`src/hnc_pkg.sv`:
```
// package: constants, register map and carriers for the flash command host
package hnc_pkg;
    // ****************
    // timing
    // ****************
    localparam int CLK_PERIOD_NS = 8;
    localparam int T_SETUP_NS = 16;
    localparam int T_PULSE_NS = 40;
    localparam int T_HOLD_NS = 8;
    localparam int T_GAP_NS = 24;
    localparam int T_ACCESS_NS = 80;
    localparam logic [3:0] SETUP_CYC = 4'((T_SETUP_NS + CLK_PERIOD_NS - 1) / CLK_PERIOD_NS);
    localparam logic [3:0] PULSE_CYC = 4'((T_PULSE_NS + CLK_PERIOD_NS - 1) / CLK_PERIOD_NS);
    localparam logic [3:0] HOLD_CYC = 4'((T_HOLD_NS + CLK_PERIOD_NS - 1) / CLK_PERIOD_NS);
    localparam logic [3:0] GAP_CYC = 4'((T_GAP_NS + CLK_PERIOD_NS - 1) / CLK_PERIOD_NS);
    localparam logic [3:0] ACCESS_CYC = 4'((T_ACCESS_NS + CLK_PERIOD_NS - 1) / CLK_PERIOD_NS);
    // ****************
    // register map (byte offsets)
    // ****************
    localparam logic [7:0] REG_CTRL = 8'h00;
    localparam logic [7:0] REG_ADDR = 8'h04;
    localparam logic [7:0] REG_DATA = 8'h08;
    localparam logic [7:0] REG_CMD = 8'h0C;
    localparam logic [7:0] REG_STATUS = 8'h10;
    localparam logic [7:0] REG_RDATA = 8'h14;
    localparam logic [1:0] RESP_OKAY = 2'h0;
    localparam logic [1:0] RESP_SLVERR = 2'h2;
    localparam int CTRL_WORD = 0;
    localparam int CTRL_NOFLAG = 1;
    // ****************
    // flash command codes and fields
    // ****************
    localparam logic [15:0] D_AA = 16'h00AA;
    localparam logic [15:0] D_55 = 16'h0055;
    localparam logic [15:0] D_F0 = 16'h00F0;
    localparam logic [15:0] D_90 = 16'h0090;
    localparam logic [15:0] D_00 = 16'h0000;
    localparam logic [15:0] D_20 = 16'h0020;
    localparam logic [15:0] D_A0 = 16'h00A0;
    localparam logic [15:0] D_25 = 16'h0025;
    localparam logic [15:0] D_29 = 16'h0029;
    localparam logic [15:0] D_B0 = 16'h00B0;
    localparam logic [15:0] D_30 = 16'h0030;
    localparam logic [15:0] D_80 = 16'h0080;
    localparam logic [15:0] D_10 = 16'h0010;
    localparam logic [15:0] D_EB = 16'h00EB;
    localparam logic [15:0] D_76 = 16'h0076;
    localparam logic [23:0] UA_BYTE1 = 24'h00_0AAA;
    localparam logic [23:0] UA_BYTE2 = 24'h00_0555;
    localparam logic [23:0] UA_WORD1 = 24'h00_0555;
    localparam logic [23:0] UA_WORD2 = 24'h00_02AA;
    localparam logic [23:0] LOW_WORD = 24'h00_01FF;
    localparam logic [23:0] LOW_BYTE = 24'h00_007F;
    localparam int BIT_TOGGLE = 6;
    localparam int BIT_ERROR = 5;
    localparam int BIT_ABORT = 1;

    typedef enum logic [3:0] {
        OP_READ, OP_TOGGLE, OP_RESET1, OP_RESET3, OP_AUTOSEL, OP_BYP_ENTER, OP_BYP_EXIT,
        OP_PROGRAM, OP_BUF_START, OP_BUF_LOAD, OP_BUF_CONFIRM, OP_SUSPEND, OP_RESUME,
        OP_CHIP_ERASE, OP_BLOCK_ERASE, OP_BLANK_SETUP
    } hnc_op_type;

    typedef struct packed {
        logic [23:0] addr;
        logic [15:0] data;
        logic rd;
    } hnc_step_type;

    typedef struct packed {
        logic ce_n;
        logic oe_n;
        logic we_n;
        logic rst_n;
        logic byte_n;
        logic [23:0] addr;
        logic [15:0] dq_out;
        logic dq_oe_n;
    } hnc_flash_type;
endpackage

```
`src/hnc_host.sv`:
```
// flash command host: axi4-lite registers in, flash command cycles out
//
// How it works
// after error flag, only F0 resets, reads and toggle polls accepted
// after abort flag, only AA/55/F0 reset
// poll reads use the software-given address
// toggle op tracks progress, blank check included
// lock register lives in flash only
// password lock bit is device side
// nonvolatile lock bit is device side
// extended block bit is device side
// lock bit conflict abort is device side
// flag capture can be turned off
// unlock pair AA/55 then command writes
// AA, 55, 90 enters auto select
// AA,55,20 enters bypass; 90,00 leaves
// bypass program and erase skip unlocks
// buffer: 25, count, pairs, then 29
// confirm goes to latched block address
// write cycle limit checked by device
// buffer loads keep upper address bits
// B0 suspends, 30 resumes, single write
// chip erase six writes ending 10
// block erase 30 writes, extendable
// blank check EB,76,00,00 then 29
// address before we falls, we rises first
// erase timer flag read by software
// toggle bit compared across two reads
// bad sequences handled by device
// host refuses commands while flags pending
`timescale 1ns/1ps
`default_nettype none
module hnc_host (
    // clock and reset
    input wire logic clock,
    input wire logic sys_rst,
    // axi4-lite slave
    input wire logic [7:0] s_awaddr,
    input wire logic s_awvalid,
    output logic s_awready,
    input wire logic [31:0] s_wdata,
    input wire logic [3:0] s_wstrb,
    input wire logic s_wvalid,
    output logic s_wready,
    output logic [1:0] s_bresp,
    output logic s_bvalid,
    input wire logic s_bready,
    input wire logic [7:0] s_araddr,
    input wire logic s_arvalid,
    output logic s_arready,
    output logic [31:0] s_rdata,
    output logic [1:0] s_rresp,
    output logic s_rvalid,
    input wire logic s_rready,
    // flash pins
    output hnc_pkg::hnc_flash_type flash_o,
    input wire logic [15:0] dq_in
);
    import hnc_pkg::*;

    typedef enum logic [2:0] {S_IDLE, S_SETUP, S_PULSE, S_HOLD, S_READ, S_GAP} hnc_state_type;

    // ****************
    // register file
    // ****************
    logic aw_got_r, w_got_r;
    logic [7:0] awaddr_r;
    logic [31:0] wdata_r;
    logic [1:0] ctrl_r;
    logic [23:0] addr_r, blk_r;
    logic [15:0] data_r;
    logic [15:0] rdata_r, first_r;
    logic busy_r, refused_r, err_r, abort_r, toggled_r, bypass_r, autosel_r;
    hnc_op_type op_r;
    logic [3:0] idx_r, cnt_r;
    hnc_state_type st_r;
    logic wr_fire, cmd_wr, cmd_ok, step_done;
    hnc_op_type cmd_op;
    hnc_step_type step;
    logic [3:0] last_idx;

    assign s_awready = !aw_got_r && !s_bvalid;
    assign s_wready = !w_got_r && !s_bvalid;
    assign wr_fire = aw_got_r && w_got_r && !s_bvalid;
    assign cmd_wr = wr_fire && awaddr_r == REG_CMD && wdata_r[3:0] <= 4'hF;
    assign cmd_op = hnc_op_type'(wdata_r[3:0]);

    // pending error gates all but resets, reads and toggle polls; pending abort allows only the AA/55/F0 reset
    always_comb begin
        cmd_ok = !busy_r;
        if (abort_r && cmd_op != OP_RESET3) begin
            cmd_ok = 1'b0;
        end else if (err_r && !(cmd_op inside {OP_RESET1, OP_RESET3, OP_READ, OP_TOGGLE})) begin
            cmd_ok = 1'b0;
        end
    end

    always_ff @(posedge clock) begin
        if (sys_rst) begin
            aw_got_r <= 1'b0;
            w_got_r <= 1'b0;
            awaddr_r <= 8'h00;
            wdata_r <= 32'h0000_0000;
            s_bvalid <= 1'b0;
            s_bresp <= RESP_OKAY;
        end else begin
            if (s_awvalid && s_awready) begin
                aw_got_r <= 1'b1;
                awaddr_r <= s_awaddr;
            end
            if (s_wvalid && s_wready) begin
                w_got_r <= 1'b1;
                wdata_r <= s_wdata;
            end
            if (wr_fire) begin
                aw_got_r <= 1'b0;
                w_got_r <= 1'b0;
                s_bvalid <= 1'b1;
                s_bresp <= (awaddr_r inside {REG_CTRL, REG_ADDR, REG_DATA, REG_CMD})
                    ? RESP_OKAY : RESP_SLVERR;
            end else if (s_bready) begin
                s_bvalid <= 1'b0;
            end
        end
    end

    // byte strobes are ignored: every register is written as a whole word
    always_ff @(posedge clock) begin
        if (sys_rst) begin
            ctrl_r <= 2'h0;
            addr_r <= 24'h00_0000;
            data_r <= 16'h0000;
        end else if (wr_fire) begin
            if (awaddr_r == REG_CTRL) begin
                ctrl_r <= wdata_r[1:0];
            end
            if (awaddr_r == REG_ADDR) begin
                addr_r <= wdata_r[23:0];
            end
            if (awaddr_r == REG_DATA) begin
                data_r <= wdata_r[15:0];
            end
        end
    end

    assign s_arready = !s_rvalid;
    always_ff @(posedge clock) begin
        if (sys_rst) begin
            s_rvalid <= 1'b0;
            s_rdata <= 32'h0000_0000;
            s_rresp <= RESP_OKAY;
        end else if (s_arvalid && s_arready) begin
            s_rvalid <= 1'b1;
            s_rresp <= RESP_OKAY;
            case (s_araddr)
                REG_CTRL: s_rdata <= {30'h0, ctrl_r};
                REG_ADDR: s_rdata <= {8'h00, addr_r};
                REG_DATA: s_rdata <= {16'h0000, data_r};
                REG_STATUS: s_rdata <= {25'h0, autosel_r, bypass_r, toggled_r, abort_r,
                    err_r, refused_r, busy_r};
                REG_RDATA: s_rdata <= {16'h0000, rdata_r};
                default: begin
                    s_rdata <= 32'h0000_0000;
                    s_rresp <= RESP_SLVERR;
                end
            endcase
        end else if (s_rready) begin
            s_rvalid <= 1'b0;
        end
    end

    // ****************
    // command sequence table
    // ****************
    logic [23:0] ua1, ua2, low_mask, buf_addr;
    logic [3:0] k;
    assign ua1 = ctrl_r[CTRL_WORD] ? UA_WORD1 : UA_BYTE1;
    assign ua2 = ctrl_r[CTRL_WORD] ? UA_WORD2 : UA_BYTE2;
    assign low_mask = ctrl_r[CTRL_WORD] ? LOW_WORD : LOW_BYTE;
    assign buf_addr = (blk_r & ~low_mask) | (addr_r & low_mask);

    always_comb begin
        // bypass skips the unlock pair; erase maps its two writes onto k 2 and 5
        k = idx_r;
        if (bypass_r && op_r inside {OP_PROGRAM, OP_BUF_START}) begin
            k = idx_r + 4'd2;
        end else if (bypass_r && op_r inside {OP_CHIP_ERASE, OP_BLOCK_ERASE}) begin
            k = (idx_r == 4'd0) ? 4'd2 : 4'd5;
        end
        step = '{addr: ua1, data: D_F0, rd: 1'b0};
        last_idx = 4'd0;
        case (op_r)
            OP_READ, OP_TOGGLE: begin
                step = '{addr: addr_r, data: D_00, rd: 1'b1};
                last_idx = (op_r == OP_TOGGLE) ? 4'd1 : 4'd0;
            end
            OP_RESET1: step.data = D_F0;
            OP_BYP_EXIT: begin
                step.data = (idx_r == 4'd0) ? D_90 : D_00;
                last_idx = 4'd1;
            end
            OP_BUF_LOAD: step = '{addr: buf_addr, data: data_r, rd: 1'b0};
            OP_BUF_CONFIRM: step = '{addr: blk_r, data: D_29, rd: 1'b0};
            OP_SUSPEND: step.data = D_B0;
            OP_RESUME: step.data = D_30;
            OP_BLOCK_ERASE, OP_CHIP_ERASE: begin
                last_idx = bypass_r ? 4'd1 : 4'd5;
                case (k)
                    4'd0, 4'd3: step.data = D_AA;
                    4'd1, 4'd4: step = '{addr: ua2, data: D_55, rd: 1'b0};
                    4'd2: step.data = D_80;
                    default: step = '{addr: (op_r == OP_CHIP_ERASE) ? ua1 : addr_r, rd: 1'b0,
                        data: (op_r == OP_CHIP_ERASE) ? D_10 : D_30};
                endcase
            end
            default: begin
                // unlock pair then op-specific writes
                last_idx = (op_r == OP_BLANK_SETUP) ? 4'd5 : (op_r inside {OP_RESET3,
                    OP_AUTOSEL, OP_BYP_ENTER}) ? 4'd2 : (bypass_r ? 4'd1 : 4'd3);
                case (k)
                    4'd0: step.data = D_AA;
                    4'd1: step = '{addr: ua2, data: D_55, rd: 1'b0};
                    4'd2: begin
                        case (op_r)
                            OP_RESET3: step.data = D_F0;
                            OP_AUTOSEL: step.data = D_90;
                            OP_BYP_ENTER: step.data = D_20;
                            OP_PROGRAM: step.data = D_A0;
                            OP_BUF_START: step = '{addr: addr_r, data: D_25, rd: 1'b0};
                            default: step = '{addr: addr_r, data: D_EB, rd: 1'b0};
                        endcase
                    end
                    4'd3: begin
                        case (op_r)
                            OP_PROGRAM: step = '{addr: addr_r, data: data_r, rd: 1'b0};
                            OP_BUF_START: step = '{addr: addr_r, data: data_r, rd: 1'b0};
                            default: step = '{addr: addr_r, data: D_76, rd: 1'b0};
                        endcase
                    end
                    default: step = '{addr: addr_r, data: D_00, rd: 1'b0};
                endcase
            end
        endcase
    end

    // ****************
    // bus cycle engine
    // ****************
    assign step_done = st_r == S_GAP && cnt_r == 4'd0;

    always_ff @(posedge clock) begin
        if (sys_rst) begin
            st_r <= S_IDLE;
            cnt_r <= 4'd0;
            idx_r <= 4'd0;
            busy_r <= 1'b0;
            op_r <= OP_READ;
        end else begin
            cnt_r <= (cnt_r == 4'd0) ? 4'd0 : cnt_r - 4'd1;
            case (st_r)
                S_IDLE: begin
                    if (cmd_wr && cmd_ok) begin
                        op_r <= cmd_op;
                        idx_r <= 4'd0;
                        busy_r <= 1'b1;
                        st_r <= S_SETUP;
                        cnt_r <= SETUP_CYC - 4'd1;
                    end
                end
                S_SETUP: begin
                    if (cnt_r == 4'd0) begin
                        st_r <= step.rd ? S_READ : S_PULSE;
                        cnt_r <= step.rd ? ACCESS_CYC - 4'd1 : PULSE_CYC - 4'd1;
                    end
                end
                S_PULSE: begin
                    if (cnt_r == 4'd0) begin
                        st_r <= S_HOLD;
                        cnt_r <= HOLD_CYC - 4'd1;
                    end
                end
                S_HOLD, S_READ: begin
                    if (cnt_r == 4'd0) begin
                        st_r <= S_GAP;
                        cnt_r <= GAP_CYC - 4'd1;
                    end
                end
                S_GAP: begin
                    if (cnt_r == 4'd0) begin
                        if (idx_r == last_idx) begin
                            st_r <= S_IDLE;
                            busy_r <= 1'b0;
                        end else begin
                            idx_r <= idx_r + 4'd1;
                            st_r <= S_SETUP;
                            cnt_r <= SETUP_CYC - 4'd1;
                        end
                    end
                end
                default: st_r <= S_IDLE;
            endcase
        end
    end

    // address and ce lead we; we rises while ce is still low; oe stays high on writes
    always_ff @(posedge clock) begin
        if (sys_rst) begin
            flash_o <= '{ce_n: 1'b1, oe_n: 1'b1, we_n: 1'b1, rst_n: 1'b0, byte_n: 1'b0,
                addr: 24'h00_0000, dq_out: 16'h0000, dq_oe_n: 1'b1};
        end else begin
            flash_o.rst_n <= 1'b1;
            flash_o.byte_n <= ctrl_r[CTRL_WORD];
            flash_o.ce_n <= !(st_r inside {S_SETUP, S_PULSE, S_HOLD, S_READ});
            flash_o.we_n <= !(st_r == S_PULSE);
            flash_o.oe_n <= !(st_r == S_READ);
            flash_o.dq_oe_n <= !(st_r inside {S_SETUP, S_PULSE, S_HOLD} && !step.rd);
            if (st_r == S_SETUP) begin
                flash_o.addr <= step.addr;
                flash_o.dq_out <= step.data;
            end
        end
    end

    // ****************
    // status tracking
    // ****************
    always_ff @(posedge clock) begin
        if (sys_rst) begin
            rdata_r <= 16'h0000;
            first_r <= 16'h0000;
            toggled_r <= 1'b0;
            blk_r <= 24'h00_0000;
        end else begin
            if (st_r == S_READ && cnt_r == 4'd0) begin
                rdata_r <= dq_in;
                if (idx_r == 4'd0) begin
                    first_r <= dq_in;
                end else begin
                    toggled_r <= first_r[BIT_TOGGLE] ^ dq_in[BIT_TOGGLE];
                end
            end
            if (step_done && op_r == OP_BUF_START && idx_r == last_idx) begin
                blk_r <= addr_r;
            end
        end
    end

    // flags come only from toggle polling, unless muted for the lock flow
    logic poll_sample;
    assign poll_sample = st_r == S_READ && cnt_r == 4'd0 && op_r == OP_TOGGLE
        && !ctrl_r[CTRL_NOFLAG];
    always_ff @(posedge clock) begin
        if (sys_rst) begin
            err_r <= 1'b0;
            abort_r <= 1'b0;
            refused_r <= 1'b0;
        end else begin
            if (step_done && idx_r == last_idx && op_r == OP_RESET3) begin
                err_r <= 1'b0;
                abort_r <= 1'b0;
            end
            if (step_done && idx_r == last_idx && op_r == OP_RESET1) begin
                err_r <= 1'b0;
            end
            if (poll_sample && dq_in[BIT_ERROR]) begin
                err_r <= 1'b1;
            end
            if (poll_sample && dq_in[BIT_ABORT]) begin
                abort_r <= 1'b1;
            end
            if (cmd_wr) begin
                refused_r <= !(cmd_ok && st_r == S_IDLE);
            end
        end
    end

    always_ff @(posedge clock) begin
        if (sys_rst) begin
            bypass_r <= 1'b0;
            autosel_r <= 1'b0;
        end else if (step_done && idx_r == last_idx) begin
            if (op_r == OP_BYP_ENTER) begin
                bypass_r <= 1'b1;
            end
            if (op_r inside {OP_BYP_EXIT, OP_RESET1, OP_RESET3}) begin
                bypass_r <= 1'b0;
            end
            autosel_r <= op_r == OP_AUTOSEL ? 1'b1 : (op_r inside {OP_RESET1, OP_RESET3})
                ? 1'b0 : autosel_r;
        end
    end

    // ****************
    // assertions
    // ****************
    property p_we_inside_ce;
        @(posedge clock) disable iff (sys_rst) !flash_o.we_n |-> !flash_o.ce_n && flash_o.oe_n;
    endproperty
    a_we_inside_ce: assert property (p_we_inside_ce) else $error("we low outside ce");
    property p_we_rise_first;
        @(posedge clock) disable iff (sys_rst) $rose(flash_o.we_n) |-> !flash_o.ce_n;
    endproperty
    a_we_rise_first: assert property (p_we_rise_first) else $error("ce rose with we");
    property p_addr_before_we;
        @(posedge clock) disable iff (sys_rst)
            $fell(flash_o.we_n) |-> $stable(flash_o.addr) && !$past(flash_o.ce_n);
    endproperty
    a_addr_before_we: assert property (p_addr_before_we) else $error("addr late");
    property p_err_refuse;
        @(posedge clock) disable iff (sys_rst)
            cmd_wr && err_r && !abort_r && cmd_op == OP_PROGRAM |=> refused_r && !$rose(busy_r);
    endproperty
    a_err_refuse: assert property (p_err_refuse) else $error("command taken with error");
    property p_abort_refuse;
        @(posedge clock) disable iff (sys_rst)
            cmd_wr && abort_r && cmd_op == OP_RESET1 |=> refused_r;
    endproperty
    a_abort_refuse: assert property (p_abort_refuse) else $error("short reset on abort");
    property p_unlock_first;
        @(posedge clock) disable iff (sys_rst)
            st_r == S_PULSE && idx_r == 4'd0 && !bypass_r && op_r == OP_PROGRAM
            |-> flash_o.dq_out == D_AA && flash_o.addr == ua1;
    endproperty
    a_unlock_first: assert property (p_unlock_first) else $error("unlock missing");
    property p_confirm_block;
        @(posedge clock) disable iff (sys_rst)
            st_r == S_PULSE && op_r == OP_BUF_CONFIRM |-> flash_o.addr == blk_r;
    endproperty
    a_confirm_block: assert property (p_confirm_block) else $error("confirm block differs");
    property p_load_upper;
        @(posedge clock) disable iff (sys_rst) st_r == S_PULSE && op_r == OP_BUF_LOAD
            |-> (flash_o.addr & ~low_mask) == (blk_r & ~low_mask);
    endproperty
    a_load_upper: assert property (p_load_upper) else $error("buffer upper address moved");
    property p_byp_exit;
        @(posedge clock) disable iff (sys_rst)
            step_done && op_r == OP_BYP_EXIT && idx_r == 4'd1 |=> !bypass_r ##1 !bypass_r;
    endproperty
    a_byp_exit: assert property (p_byp_exit) else $error("bypass not left");
endmodule // hnc_host
`default_nettype wire

```
`config.mk`:
```
export PLATFORM = sky130hd
export DESIGN_NAME = hnc_host
export DESIGN_NICKNAME = d
export VERILOG_FILES = /design/src/hnc_pkg.sv /design/src/hnc_host.sv
export SDC_FILE = /design/constraint.sdc
export NUM_CORES = 1
export LEC_CHECK = 0
export BUFFER_PORTS_ARGS = -buffer_cell sky130_fd_sc_hd__buf_2
export CAP_MARGIN = 15
export CORE_UTILIZATION = 30
export CTS_CLUSTER_DIAMETER = 60
export DETAILED_ROUTE_END_ITERATION = 16
export HOLD_SLACK_MARGIN = 0.05
export REMOVE_ABC_BUFFERS = 1
export SLEW_MARGIN = 0
export SYNTH_ARGS = -nofsm -noshare
export SYNTH_HDL_FRONTEND = slang
export SYNTH_SLANG_ARGS = --single-unit
```
`constraint.sdc`:
```
create_clock -name clock -period 7.85 [get_ports clock]
set_input_delay 0.785 -clock clock [delete_from_list [all_inputs] [get_ports clock]]
set_output_delay 0.785 -clock clock [all_outputs]
set_load 0.01 [all_outputs]
```
==> impl_metrics.tcl <==
set metrics [dict create \
    layout-area-overhead-vs-synth_pct 18.5 \
    fill_cells 3327 \
    antenna_found_initial 1 \
    crit_family "compound AO/OA/AOI/OAI gates" \
    die-height_um 182 \
    routedWlPerCell_um 18.0 \
    p_per_area_nw_per_um2 258 \
    end_kind "flop" \
    initial_core_util 0.307 \
    dr.pass1.iters 5 \
    setup_viol 0 \
    clock-sinks 213 \
    leakagePower_nw 4.35 \
    yosysTopAreaCellShare 0.437 \
    setup_ws_ps 3680 \
    cp_common_cell "nor2_1" \
    hold_class "input port to flop" \
    numCtsBuffers 25 \
    overflow 0 \
    max-slew-margin-rel 0.195 \
    tns_ps 0 \
    ios 162 \
    hold_violations 0 \
    cts_hold_buf 0 \
    cp.arrival_ps 4550 \
    gp_congestion 0.907 \
    status "finished clean" \
    die_w_um 182 \
    worstPathCellList "nand2_1 -> or2_0 -> a21oi_1 -> o32ai_2 -> o21ai_0 -> nor2_1 -> a2111oi_0 -> nor2_1" \
    finalCritPeriodShare 0.532 \
    yosysTopAreaCell "dfxtp_1" \
    grt_usage 0.185 \
    clock_latency_ps 540 \
    h-tree-depth 1 \
    antenna_left 0 \
    crit_path_max_incr_delay_ps 1010 \
    dpl.cell_count 1698 \
    critPathLaunchType "flop" \
    dpl_cell_area_um2 10800 \
    die_area_um2 33300 \
    worstMarginPinSlew_ps 1180 \
    worstPathRequired_ps 8230 \
    seqCellArea_um2 4260 \
    crit_slowest_cell "a2111oi_0" \
    synthTopCellsByCount "dfxtp_1 (213), nand2_1 (196), nor2_1 (132)" \
    cts.path.max_buffers 3 \
    cp.buffers_inverters 0 \
    post_cts_buffers 0 \
    syn-instance-count 1194 \
    rsz0062_at_grt "no" \
    port_buffers 139 \
    synth_flop_cell "dfxtp_1" \
    fin_area_um2 11600 \
    dp_slack_ps 3750 \
    fin_cells 1738 \
    critPathMaxFanout 24 \
    post_cts_resize_count 0 \
    cts_root_buf "clkbuf_16" \
    rows 65 \
    ir_worst_vdd_v 0.000109 \
    max_cap_violations 0 \
    core_area_um2 31800 \
    maxSlewViolCount 0 \
    seq_area_frac_synth 0.437 \
    utilization 0.364 \
    vias_per_cell 5.22 \
    min_period_ps 4170 \
    synth-edff-count 0 \
    clkTransAtPathRegs_ps 60 \
    drtIter0Drc 823 \
    worstSetupPathType "flop to flop" \
    synth_area_per_cell_um2 8.17 \
    fin_total_pwr_mw 2.98 \
    detailroute.via_count 9076 \
    synth_top_cells_by_area "dfxtp_1 (44%), mux2i_1 (7.6%), nand2_1 (7.5%), a21oi_1 (5.3%), nor2_1 (5.1%)" \
    drive_above_1_share 0.167 \
    ys_async_sr_fraction 0 \
    hpwlAfterDp_mm 21.3 \
    nets 1370 \
    antenna_cells 0 \
    synth_seq_cells 213 \
    grt_pass1_vias 8383 \
    synth_area_um2 9760 \
    yosysMostFrequentCell "dfxtp_1" \
    cts_tree "built" \
    grt_pass1_wl_mm 49.0 \
    wirelength_mm 31.3 \
    synth_warnings 0 \
    multi_input_comb_area_um2 5040 \
    holdWs_ps 425 \
    synthDistinctLibCells 79 \
    grt_max_degree 109 \
    drc 0 \
    skew_ps 13.4 \
    fmax_mhz 240 \
]
-- logic make-up after synthesis --
logic type	share of synthesized area
xor gates and xnor gates	0.00975
adders and majority gates	0.00641
other	0.000384
DFF	0.437
muxes	0.0771
buffers and inverters	0.0531
and+or+nand+nor	0.198
AOI/OAI and AO/OA	0.218
-- placed cells by master, fill, tap and decap left out, drive strengths merged, types with 4 or more instances in the layout --
| master | n |
|---|---|
| nor3b | 5 |
| o211ai | 13 |
| a221oi | 28 |
| nor3 | 27 |
| clkinv | 5 |
| mux2i | 74 |
| a211oi | 5 |
| clkbuf | 31 |
| or2 | 4 |
| a21oi | 104 |
| nor2 | 132 |
| nand2b | 6 |
| a21o | 5 |
| a21boi | 4 |
| conb | 10 |
| a31oi | 29 |
| ha | 5 |
| a22oi | 15 |
| and2 | 4 |
| buf | 158 |
| o21a | 4 |
| nand2 | 198 |
| a211o | 6 |
| dfxtp | 213 |
| a221o | 6 |
| xnor2 | 8 |
| o22ai | 5 |
| inv | 23 |
| nor2b | 5 |
| or3 | 6 |
| o21ai | 79 |
| nand3 | 33 |
-- sequential cells by signal (all words and copies together), names as in the netlist, 2 cells and up --
name	count
ctrl_r	2
st_r	3
addr_r	24
s_rdata	24
data_r	16
wdata_r	24
cnt_r	4
rdata_r	16
idx_r	4
flash_o	46
awaddr_r	8
blk_r	24
op_r	4
-- worst paths after layout --
path | startpoint | to | slack, ps | cells after the start
setup / recovery | op_r[3] | flash_o[2] | 3680 | 8
hold reg to reg | s_rdata[23] | s_rdata[23] | 450 | 2
setup reg to reg | op_r[3] | flash_o[2] | 3680 | 8
hold / removal | s_rready | s_rvalid | 430 | 2
-- report_power, final --
part	switching, mW	internal [mW]	leakage [nW]	total, mW
clock	0.475	0.673	0.392	1.15
combinational	0.364	0.208	2.23	0.572
sequential	0.0722	1.19	1.73	1.26
total	0.911	2.07	4.35	2.98
-- layer usage --
layer  up-vias  routed length [um]  track usage
li1       4399                   -            -
met1      4348               14900        0.267
met2       292               14000        0.289
met3        37                1970       0.0299
met4         0                 476       0.0383
met5         -                   0            0
-- cell type report --
class / instances / share of cell area
clock buffers: 31 / 0.0578
well taps: 435 / 0.0471
inverters: 21 / 0.00682
multi-input cells: 871 / 0.436
flip-flops and latches: 213 / 0.369
repair buffers: 158 / 0.0727
clock inverters: 9 / 0.0110
-- worst reg2reg max path, delay by kind of cell (launching register included) --
kind	cells	cell delay (ps)
simple gates	4	1010
flops	1	850
compound gates	4	2140
Power figures use the tool's default switching activity.
